<file path="config.mk">
export PLATFORM = sky130hd
export DESIGN_NAME = smo_top
export DESIGN_NICKNAME = d
export VERILOG_FILES = /design/src/rtl/smo_pkg.sv /design/src/rtl/smo_mul.sv /design/src/rtl/smo_top.sv
export VERILOG_INCLUDE_DIRS = /design/src /design/src/rtl
export SDC_FILE = /design/constraint.sdc
export NUM_CORES = 2
export LEC_CHECK = 0
export BUFFER_PORTS_ARGS = -buffer_cell sky130_fd_sc_hd__buf_2
export CAP_MARGIN = 20
export CORE_ASPECT_RATIO = 0.8
export CORE_MARGIN = 1
export CORE_UTILIZATION = 56
export DETAILED_ROUTE_END_ITERATION = 8
export PLACE_DENSITY = 0.83
export SLEW_MARGIN = 5
export SYNTH_ARGS = -nofsm -noshare
export SYNTH_HDL_FRONTEND = slang
export SYNTH_SLANG_ARGS = --single-unit
</file>
<file path="constraint.sdc">
create_clock -name mclk -period 15.25 [get_ports mclk]
set_clock_uncertainty 0.15 [all_clocks]
set_input_delay 3.05 -clock mclk [delete_from_list [all_inputs] [get_ports mclk]]
set_output_delay 3.05 -clock mclk [all_outputs]
set_load 0.02 [all_outputs]
</file>
<file path="src/rtl/smo_consts.svh">
// Constants for the signed min / multiply / negate / not-equal datapath.
// Assumes inclusion by bare name from rtl and tb files that need opcodes or latencies.
`ifndef SMO_CONSTS_SVH
`define SMO_CONSTS_SVH

// ---------------------------------------------------------------------------
// Operation codes
// ---------------------------------------------------------------------------
`define SMO_OPC_SUB 8'd13
`define SMO_OPC_MIN 8'd23
`define SMO_OPC_MUL_LO 8'd27
`define SMO_OPC_NEQ 8'd39
`define SMO_OPC_MUL_HI 8'd139

// ---------------------------------------------------------------------------
// Issue slot masks, bit n set when slot n may issue
// ---------------------------------------------------------------------------
`define SMO_SLOTS_ALU 8'h3e
`define SMO_SLOTS_DSP 8'h0a
`define SMO_SLOTS_MUL 8'h0c

// ---------------------------------------------------------------------------
// Latencies in clock cycles from the issue edge to the writeback strobe
// ---------------------------------------------------------------------------
`define SMO_LAT_ALU 1
`define SMO_LAT_DSP 2
`define SMO_LAT_MUL 3

// ---------------------------------------------------------------------------
// Fields and fixed values
// ---------------------------------------------------------------------------
`define SMO_ZERO_REGISTER 0
`define SMO_GUARD_BIT 0
`define SMO_MOST_NEG 32'h8000_0000

`endif

</file>
<file path="src/rtl/smo_pkg.sv">
// Types shared by the datapath files.
// Assumes the word is 32 bits wide and register indices are 7 bits.
package smo_pkg;

  // Operand / result word
  typedef logic [31:0] smo_word_t;
  // Full product
  typedef logic [63:0] smo_prod_t;
  // Operation code
  typedef logic [7:0] smo_opc_t;

endpackage : smo_pkg

</file>
<file path="src/rtl/smo_mul.sv">
// Two-stage signed 32x32 multiplier with a travelling tag.
// Assumes one clock, synchronous active-high reset, a new operand pair
// may be presented every cycle.
`timescale 1ns/10ps
`default_nettype none

module smo_mul #(
  parameter int DATA_W = 32,
  parameter int IDX_W = 7
) (
  input wire logic mclk,
  input wire logic srst,
  input wire logic in_valid,
  input wire logic in_hi,
  input wire logic [IDX_W-1:0] in_dest,
  input wire logic [DATA_W-1:0] in_a,
  input wire logic [DATA_W-1:0] in_b,
  output logic out_valid_q,
  output logic out_hi_q,
  output logic [IDX_W-1:0] out_dest_q,
  output logic [2*DATA_W-1:0] out_prod_q
);

  // ---------------------------------------------------------------------------
  // Stage one: operand capture
  // ---------------------------------------------------------------------------
  logic s1_valid_q; // Operands held
  logic s1_hi_q; // Upper word wanted
  logic [IDX_W-1:0] s1_dest_q; // Destination index
  logic [DATA_W-1:0] s1_a_q; // First operand
  logic [DATA_W-1:0] s1_b_q; // Second operand
  logic [2*DATA_W-1:0] prod_d; // Sign-extended product

  // Operands and tag
  always_ff @(posedge mclk) begin
    if (srst) begin
      s1_valid_q <= 1'b0;
      s1_hi_q <= 1'b0;
      s1_dest_q <= '0;
      s1_a_q <= '0;
      s1_b_q <= '0;
    end else begin
      s1_valid_q <= in_valid;
      s1_hi_q <= in_hi;
      s1_dest_q <= in_dest;
      s1_a_q <= in_a;
      s1_b_q <= in_b;
    end
  end

  // ---------------------------------------------------------------------------
  // Stage two: product
  // ---------------------------------------------------------------------------
  // [RQ2] Both operands sign-extended to full width
  assign prod_d = {{DATA_W{s1_a_q[DATA_W-1]}}, s1_a_q} * {{DATA_W{s1_b_q[DATA_W-1]}}, s1_b_q};

  // Product and tag
  always_ff @(posedge mclk) begin
    if (srst) begin
      out_valid_q <= 1'b0;
      out_hi_q <= 1'b0;
      out_dest_q <= '0;
      out_prod_q <= '0;
    end else begin
      out_valid_q <= s1_valid_q;
      out_hi_q <= s1_hi_q;
      out_dest_q <= s1_dest_q;
      out_prod_q <= prod_d;
    end
  end

endmodule : smo_mul

`default_nettype wire

</file>
<file path="src/rtl/smo_top.sv">
// Datapath for signed minimum, signed multiply low/high, negate via
// subtract and not-equal compare, with guarded writeback strobes.
// Assumes issue/decode presents one operation per cycle with operand values
// already read; the register file consumes the three writeback channels.
//
// What this block does
// [RQ1] Minimum: smaller signed source, two cycles, slots 1,3
// [RQ2] Multiply low: low product word, three cycles
// [RQ3] Multiply low truncates silently, no flags
// [RQ4] Multiply high: upper product word, three cycles
// [RQ5] Negate is subtract from zero, one cycle
// [RQ6] Register zero always reads as zero
// [RQ7] Negating most negative value returns it unchanged
// [RQ8] Not-equal writes one or zero, one cycle
// [RQ9] False guard bit leaves destination unwritten
// [RQ10] No guard given means always write
`timescale 1ns/10ps
`default_nettype none
`include "smo_consts.svh"

module smo_top #(
  parameter int DATA_W = 32,
  parameter int IDX_W = 7
) (
  input wire logic mclk,
  input wire logic srst,
  input wire logic issue_valid,
  input wire logic [2:0] issue_slot,
  input wire logic [7:0] issue_opcode,
  input wire logic [IDX_W-1:0] first_source_register_idx,
  input wire logic [DATA_W-1:0] first_source_register_data,
  input wire logic [IDX_W-1:0] second_source_register_idx,
  input wire logic [DATA_W-1:0] second_source_register_data,
  input wire logic guard_given,
  input wire logic [DATA_W-1:0] guard_data,
  input wire logic [IDX_W-1:0] dest_idx,
  output logic alu_wb_valid_q,
  output logic [IDX_W-1:0] alu_wb_dest_q,
  output logic [DATA_W-1:0] alu_wb_data_q,
  output logic dsp_wb_valid_q,
  output logic [IDX_W-1:0] dsp_wb_dest_q,
  output logic [DATA_W-1:0] dsp_wb_data_q,
  output logic mul_wb_valid_q,
  output logic [IDX_W-1:0] mul_wb_dest_q,
  output logic [DATA_W-1:0] mul_wb_data_q,
  output logic slot_reject_q
);

  // ---------------------------------------------------------------------------
  // Helpers
  // ---------------------------------------------------------------------------
  // Slot legality against a mask
  function automatic logic slot_ok(input logic [7:0] mask, input logic [2:0] slot);
    slot_ok = mask[slot];
  endfunction : slot_ok

  // Signed full product of two words
  function automatic smo_pkg::smo_prod_t sx_mul(input smo_pkg::smo_word_t a,
                                                input smo_pkg::smo_word_t b);
    sx_mul = {{32{a[31]}}, a} * {{32{b[31]}}, b};
  endfunction : sx_mul

  // Upper or lower word of the signed full product
  function automatic smo_pkg::smo_word_t sx_mul_word(input smo_pkg::smo_word_t a,
      input smo_pkg::smo_word_t b, input logic hi);
    smo_pkg::smo_prod_t p;
    p = sx_mul(a, b);
    sx_mul_word = hi ? p[63:32] : p[31:0];
  endfunction : sx_mul_word

  // ---------------------------------------------------------------------------
  // Decode
  // ---------------------------------------------------------------------------
  wire logic [DATA_W-1:0] src1; // First operand after zero forcing
  wire logic [DATA_W-1:0] src2; // Second operand after zero forcing
  wire logic guard_ok; // Writeback permitted
  wire logic live; // Issue taken this cycle
  wire logic is_sub; // Subtract / negate
  wire logic is_neq; // Not-equal compare
  wire logic is_min; // Signed minimum
  wire logic is_mlo; // Multiply low
  wire logic is_mhi; // Multiply high
  wire logic alu_go; // Legal ALU op
  wire logic dsp_go; // Legal DSP op
  wire logic mul_go; // Legal multiplier op
  wire logic bad_slot; // Known op in wrong slot
  wire logic [DATA_W-1:0] alu_res; // ALU result
  wire logic [DATA_W-1:0] min_res; // Minimum result

  // [RQ6] Index zero forced to zero
  assign src1 = (first_source_register_idx == IDX_W'(`SMO_ZERO_REGISTER)) ? '0
              : first_source_register_data;
  assign src2 = (second_source_register_idx == IDX_W'(`SMO_ZERO_REGISTER)) ? '0
              : second_source_register_data;
  // [RQ9] [RQ10] Guard bit or no guard
  assign guard_ok = !guard_given || guard_data[`SMO_GUARD_BIT];
  assign live = issue_valid && !srst;
  assign is_sub = issue_opcode == `SMO_OPC_SUB;
  assign is_neq = issue_opcode == `SMO_OPC_NEQ;
  assign is_min = issue_opcode == `SMO_OPC_MIN;
  assign is_mlo = issue_opcode == `SMO_OPC_MUL_LO;
  assign is_mhi = issue_opcode == `SMO_OPC_MUL_HI;
  assign alu_go = live && (is_sub || is_neq) && slot_ok(`SMO_SLOTS_ALU, issue_slot);
  assign dsp_go = live && is_min && slot_ok(`SMO_SLOTS_DSP, issue_slot);
  assign mul_go = live && (is_mlo || is_mhi) && slot_ok(`SMO_SLOTS_MUL, issue_slot);
  assign bad_slot = live && (is_sub || is_neq || is_min || is_mlo || is_mhi)
                  && !alu_go && !dsp_go && !mul_go;

  // [RQ5] [RQ7] Wrapping subtract, minimum negates to itself
  // [RQ8] Not-equal yields one or zero
  assign alu_res = is_neq ? DATA_W'(src1 != src2) : DATA_W'(src1 - src2);
  // [RQ1] Second source when first is greater
  assign min_res = ($signed(src1) > $signed(src2)) ? src2 : src1;

  // ---------------------------------------------------------------------------
  // ALU channel, one stage
  // ---------------------------------------------------------------------------
  // Result and strobe
  always_ff @(posedge mclk) begin
    if (srst) begin
      alu_wb_valid_q <= 1'b0;
      alu_wb_dest_q <= '0;
      alu_wb_data_q <= '0;
      slot_reject_q <= 1'b0;
    end else begin
      // [RQ9] Strobe only with true guard or no guard
      alu_wb_valid_q <= alu_go && guard_ok;
      alu_wb_dest_q <= dest_idx;
      alu_wb_data_q <= alu_res;
      slot_reject_q <= bad_slot;
    end
  end

  // ---------------------------------------------------------------------------
  // DSP channel, two stages
  // ---------------------------------------------------------------------------
  logic dsp1_valid_q; // First stage strobe
  logic [IDX_W-1:0] dsp1_dest_q; // First stage index
  logic [DATA_W-1:0] dsp1_data_q; // First stage result

  // Two registers deep for latency two
  always_ff @(posedge mclk) begin
    if (srst) begin
      dsp1_valid_q <= 1'b0;
      dsp1_dest_q <= '0;
      dsp1_data_q <= '0;
      dsp_wb_valid_q <= 1'b0;
      dsp_wb_dest_q <= '0;
      dsp_wb_data_q <= '0;
    end else begin
      // [RQ1] Guarded minimum
      dsp1_valid_q <= dsp_go && guard_ok;
      dsp1_dest_q <= dest_idx;
      dsp1_data_q <= min_res;
      dsp_wb_valid_q <= dsp1_valid_q;
      dsp_wb_dest_q <= dsp1_dest_q;
      dsp_wb_data_q <= dsp1_data_q;
    end
  end

  // ---------------------------------------------------------------------------
  // Multiplier channel, three stages
  // ---------------------------------------------------------------------------
  wire logic mp_valid; // Product ready
  wire logic mp_hi; // Upper word wanted
  wire logic [IDX_W-1:0] mp_dest; // Destination index
  wire logic [2*DATA_W-1:0] mp_prod; // Full product
  wire logic [DATA_W-1:0] mp_word; // Selected word

  // Two pipeline stages inside
  smo_mul #(.DATA_W(DATA_W), .IDX_W(IDX_W)) u_mul (
    .mclk(mclk),
    .srst(srst),
    .in_valid(mul_go && guard_ok),
    .in_hi(is_mhi),
    .in_dest(dest_idx),
    .in_a(src1),
    .in_b(src2),
    .out_valid_q(mp_valid),
    .out_hi_q(mp_hi),
    .out_dest_q(mp_dest),
    .out_prod_q(mp_prod)
  );

  // [RQ2] [RQ4] Word select, [RQ3] no overflow flag
  assign mp_word = mp_hi ? mp_prod[2*DATA_W-1:DATA_W] : mp_prod[DATA_W-1:0];

  // Third stage output register
  always_ff @(posedge mclk) begin
    if (srst) begin
      mul_wb_valid_q <= 1'b0;
      mul_wb_dest_q <= '0;
      mul_wb_data_q <= '0;
    end else begin
      mul_wb_valid_q <= mp_valid;
      mul_wb_dest_q <= mp_dest;
      mul_wb_data_q <= mp_word;
    end
  end

  // ---------------------------------------------------------------------------
  // Assertions
  // ---------------------------------------------------------------------------
  // Minimum lands two cycles later
  property p_min;
    @(posedge mclk) disable iff (srst)
    (dsp_go && guard_ok) |-> ##2 dsp_wb_valid_q
      && dsp_wb_data_q == (($signed($past(src1, 2)) > $signed($past(src2, 2)))
                           ? $past(src2, 2) : $past(src1, 2));
  endproperty
  a_min: assert property (p_min) else $error("minimum result wrong"); // [RQ1]

  // Low product three cycles later
  property p_mul_lo;
    @(posedge mclk) disable iff (srst)
    (mul_go && is_mlo && guard_ok) |-> ##3 mul_wb_valid_q
      && mul_wb_data_q == sx_mul_word($past(src1, 3), $past(src2, 3), 1'b0);
  endproperty
  a_mul_lo: assert property (p_mul_lo) else $error("low product wrong"); // [RQ2]

  // Overflowing product still written, never refused
  property p_mul_silent;
    @(posedge mclk) disable iff (srst)
    (mul_go && is_mlo && !guard_given) |=> !slot_reject_q ##2 mul_wb_valid_q;
  endproperty
  a_mul_silent: assert property (p_mul_silent) else $error("product not written"); // [RQ3]

  // High product three cycles later
  property p_mul_hi;
    @(posedge mclk) disable iff (srst)
    (mul_go && is_mhi && guard_ok) |-> ##3 mul_wb_valid_q
      && mul_wb_data_q == sx_mul_word($past(src1, 3), $past(src2, 3), 1'b1);
  endproperty
  a_mul_hi: assert property (p_mul_hi) else $error("high product wrong"); // [RQ4]

  // Negate from zero register in one cycle
  property p_neg;
    @(posedge mclk) disable iff (srst)
    (alu_go && is_sub && guard_ok
      && first_source_register_idx == IDX_W'(`SMO_ZERO_REGISTER))
      |=> alu_wb_valid_q && alu_wb_data_q == DATA_W'(~$past(src2) + 1'b1);
  endproperty
  a_neg: assert property (p_neg) else $error("negate result wrong"); // [RQ5]

  // Zero register reads zero even with data
  property p_zero_reg;
    @(posedge mclk) disable iff (srst)
    (alu_go && is_neq && guard_ok
      && first_source_register_idx == IDX_W'(`SMO_ZERO_REGISTER)
      && second_source_register_idx != IDX_W'(`SMO_ZERO_REGISTER))
      |=> alu_wb_data_q == DATA_W'($past(second_source_register_data) != '0);
  endproperty
  a_zero_reg: assert property (p_zero_reg) else $error("zero register not zero"); // [RQ6]

  // Most negative negates to itself
  property p_most_neg;
    @(posedge mclk) disable iff (srst)
    (alu_go && is_sub && guard_ok && src1 == '0 && src2 == `SMO_MOST_NEG)
      |=> alu_wb_data_q == `SMO_MOST_NEG;
  endproperty
  a_most_neg: assert property (p_most_neg) else $error("most negative negate wrong"); // [RQ7]

  // Not-equal compare
  property p_neq;
    @(posedge mclk) disable iff (srst)
    (alu_go && is_neq && guard_ok)
      |=> alu_wb_valid_q && alu_wb_data_q == DATA_W'($past(src1) != $past(src2));
  endproperty
  a_neq: assert property (p_neq) else $error("not-equal result wrong"); // [RQ8]

  // False guard suppresses every channel
  property p_guard_off;
    @(posedge mclk) disable iff (srst)
    (live && guard_given && !guard_data[`SMO_GUARD_BIT])
      |=> !alu_wb_valid_q ##1 !dsp_wb_valid_q ##1 !mul_wb_valid_q;
  endproperty
  a_guard_off: assert property (p_guard_off) else $error("write with false guard"); // [RQ9]

  // Unguarded ALU op always writes
  property p_no_guard;
    @(posedge mclk) disable iff (srst)
    (alu_go && !guard_given) |=> alu_wb_valid_q && alu_wb_dest_q == $past(dest_idx);
  endproperty
  a_no_guard: assert property (p_no_guard) else $error("unguarded op not written"); // [RQ10]

  // Main scenarios
  c_min: cover property (@(posedge mclk) disable iff (srst) dsp_go ##2 dsp_wb_valid_q);
  c_mul_hi: cover property (@(posedge mclk) disable iff (srst) mul_go && is_mhi);
  c_most_neg: cover property (@(posedge mclk) disable iff (srst)
    alu_go && is_sub && src1 == '0 && src2 == `SMO_MOST_NEG);
  c_reject: cover property (@(posedge mclk) disable iff (srst) bad_slot);

endmodule : smo_top

`default_nettype wire

</file>
==> results.sh <==
export IMPL_status="complete, no violations"
export IMPL_dp_slack_ps=6200
export IMPL_nFillCells=6516
export IMPL_row_count=93
export IMPL_power_leakage_nw=24.27
export IMPL_first_iter_violations=2487
export IMPL_antenna_left=0
export IMPL_chipHeight_um=258.5
export IMPL_powerDensity_nw_per_um2=188.3
export IMPL_fmax_ghz=0.1088
export IMPL_drv_slew=0
export IMPL_clock_sinks=286
export IMPL_worst_setup_path_start_kind="register"
export IMPL_gp_congestion=0.9356
export IMPL_die_area_um2=83390
export IMPL_cts_tree="done"
export IMPL_h_tree_depth=1
export IMPL_ys_seq_elements=286
export IMPL_track_usage=0.2995
export IMPL_rsz0062_at_grt="no"
export IMPL_finalCritPeriodShare=0.6025
export IMPL_clk_pin_slew_worst_paths_ps=60
export IMPL_design_core_area_um2=80990
export IMPL_hold_viol=0
export IMPL_holdBufCountCts=0
export IMPL_async_reset_ff_frac=0
export IMPL_die_x_um=322.6
export IMPL_peakVddDrop_uv=308.3
export IMPL_syn_avg_cell_area_um2=9.530
export IMPL_maxCapViolCount=0
export IMPL_critPathMaxFanout=32
export IMPL_maxSlewHeadroom=0.2618
export IMPL_synth_edf_count=0
export IMPL_cp_end_kind="register"
export IMPL_cts_setup_buffers=0
export IMPL_ys_flop_type="dfxtp_1"
export IMPL_ys_warn_count=0
export IMPL_drive_gt1_frac=0.07939
export IMPL_initial_core_util=0.5686
export IMPL_yosysUniqueCellTypes=67
export IMPL_hpwl_um=92770
export IMPL_cts_buffer_depth=3
export IMPL_grt_pass1_wl_um=195300
export IMPL_synth_area_leaders="fa_1 47%, dfxtp_1 12%, inv_1 7.8%"
export IMPL_finalSetupViolations=0
export IMPL_nets=6334
export IMPL_wl_per_cell_um=19.61
export IMPL_path_class="register to register"
export IMPL_clockRootBuffer="clkbuf_16"
export IMPL_cts_buffers=31
export IMPL_synth_largest_area_cell="fa_1"
export IMPL_cp_data_required_time_ps=15540
export IMPL_drt_pass1_iter_count=6
export IMPL_num_vias=33465
export IMPL_grt_antenna_before_repair=2
export IMPL_io_buffers=221
export IMPL_critical_path_arrival_ps=9480
export IMPL_vias_per_cell=5.561
export IMPL_synth_seq_area_share=0.1243
export IMPL_gr_total_overflow=0
export IMPL_ios=253
export IMPL_drt_total_wl_um=118000
export IMPL_grt_pass1_vias=37301
export IMPL_synth_fp_nets=6263
export IMPL_hp_class="register to register"
export IMPL_insertion_delay_ps=600
export IMPL_fin_ws_ps=6062
export IMPL_synth_top_cell_area_share=0.4708
export IMPL_syn_area_um2=46050
export IMPL_setup_tns_ps=0
export IMPL_finalCriticalPeriod_ps=9188
export IMPL_grt_max_degree=101
export IMPL_tightest_slew_ps=1106
export IMPL_syn_to_final_growth_pct=6.589
export IMPL_drc=0
export IMPL_syn_inst=4832
export IMPL_cts_resized=0
worst paths after layout:
path / startpoint / endpoint / slack (ps) / depth (start not counted)
max: u_mul.s1_b_q[5] / u_mul.out_prod_q[57] / 6060 / 25
min: dsp1_data_q[5] / dsp_wb_data_q[5] / 290 / 1
max reg2reg: u_mul.s1_b_q[5] / u_mul.out_prod_q[57] / 6060 / 25
min reg2reg: dsp1_data_q[5] / dsp_wb_data_q[5] / 290 / 1
logic make-up after synthesis:
family | Yosys count | synth area share
muxes | 70 | 0.01628
AOI/OAI and AO/OA | 317 | 0.04600
adders and majority gates | 1299 | 0.5295
DFF | 286 | 0.1243
xor gates and xnor gates | 87 | 0.01655
and+or+nand+nor | 1567 | 0.1689
buffers and inverters | 1206 | 0.09847
power breakdown:
group          internal [mW]  leakage, nW  total [mW]  switching, mW
logic                   2.90         21.4        7.55           4.66
clock network          0.401        0.481       0.720          0.319
registers              0.903         2.37       0.972         0.0690
critical path: stages (launching register included):
cell and delay [ps]:
dfxtp_1 310, buf_4 360, nand2_1 210, inv_1 140, fa_1 420, inv_1 270, fa_1 490, inv_1 240
fa_1 510, inv_1 90, fa_1 540, inv_1 590, fa_1 560, fa_1 580, fa_1 440, fa_1 420
ha_1 440, a21o_1 220, a21o_1 170, a21oi_1 160, o21ai_0 120, a2111oi_0 610, a21oi_1 270, a311oi_1 360
xor2_1 250, nor2_1 80
synthesized netlist by cell type, types with 9 or more instances:
cell type	n
nand4_1	16
and2_1	538
xnor2_1	51
nor3_1	23
nor2b_1	76
a21oi_1	91
nand2_1	591
ha_1	216
a21boi_0	9
a21o_1	57
xor2_1	36
fa_1	1083
nand3_1	20
o21a_1	14
a31oi_1	9
o21ai_0	52
nor2_1	206
clkbuf_1	234
o21bai_1	14
and3_1	45
or3_1	10
inv_1	961
nand2b_1	19
mux2_2	34
mux2i_1	34
dfxtp_1	286
state kept, by name (all words and copies together) (netlist names):
| signal | count |
|---|---|
| u_mul.out_prod_q | 64 |
| alu_wb_data_q | 32 |
| dsp1_data_q | 32 |
| dsp_wb_data_q | 32 |
| mul_wb_data_q | 32 |
| u_mul.s1_a_q | 32 |
| u_mul.s1_b_q | 32 |
| dsp1_dest_q | 7 |
| mul_wb_dest_q | 7 |
| u_mul.out_dest_q | 7 |
| alu_wb_valid_q | 1 |
| dsp1_valid_q | 1 |
| dsp_wb_valid_q | 1 |
| mul_wb_valid_q | 1 |
| slot_reject_q | 1 |
| u_mul.out_hi_q | 1 |
| u_mul.out_valid_q | 1 |
| u_mul.s1_hi_q | 1 |
| u_mul.s1_valid_q | 1 |
final cells by class:
cell class / instances / area (um2) / area share
clock buffer: 41 / 863.3 / 0.01759
multi-input combinational: 3340 / 35800 / 0.7293
timing repair buffer: 283 / 1594 / 0.03248
inverter: 961 / 3607 / 0.07349
antenna: 1 / 2.502 / 0.00005098
clock inverter: 14 / 111.4 / 0.002269
tap: 1092 / 1366 / 0.02784
sequential: 286 / 5741 / 0.1170
layer usage:
layer	routed length, um	share of wire	GRT usage
met1	45560	0.39	0.3862
met2	55430	0.47	0.4885
met3	10510	0.089	0.05588
met4	6485	0.055	0.1462
met5	13	0.00011	0
placed cells by master, fill, tap and decap left out, types with 45 or more instances in the layout:
master   count
nor2_1     206
buf_2      220
xnor2_1     51
buf_4       60
inv_1      961
nand2_1    591
fa_1      1083
a21o_1      57
dfxtp_1    274
ha_1       216
and3_1      45
o21ai_0     52
and2_1     538
nor2b_1     76
a21oi_1     91
metrics by stage:
stage	instances	util	total power [mW]	hold slack, ps	cell area, um2
2_1_floorplan	4832	-	6.166	263.8	46050
3_3_place_gp	5960	0.5936	8.207	264.5	48070
3_5_place_dp	5961	0.5937	8.351	275.5	48080
4_1_cts	6016	0.6057	9.132	289.5	49050
5_1_grt	6017	0.6060	10.05	304.0	49080
6_report	6018	0.6061	9.245	285.7	49080
Power figures use the tool's default switching activity.
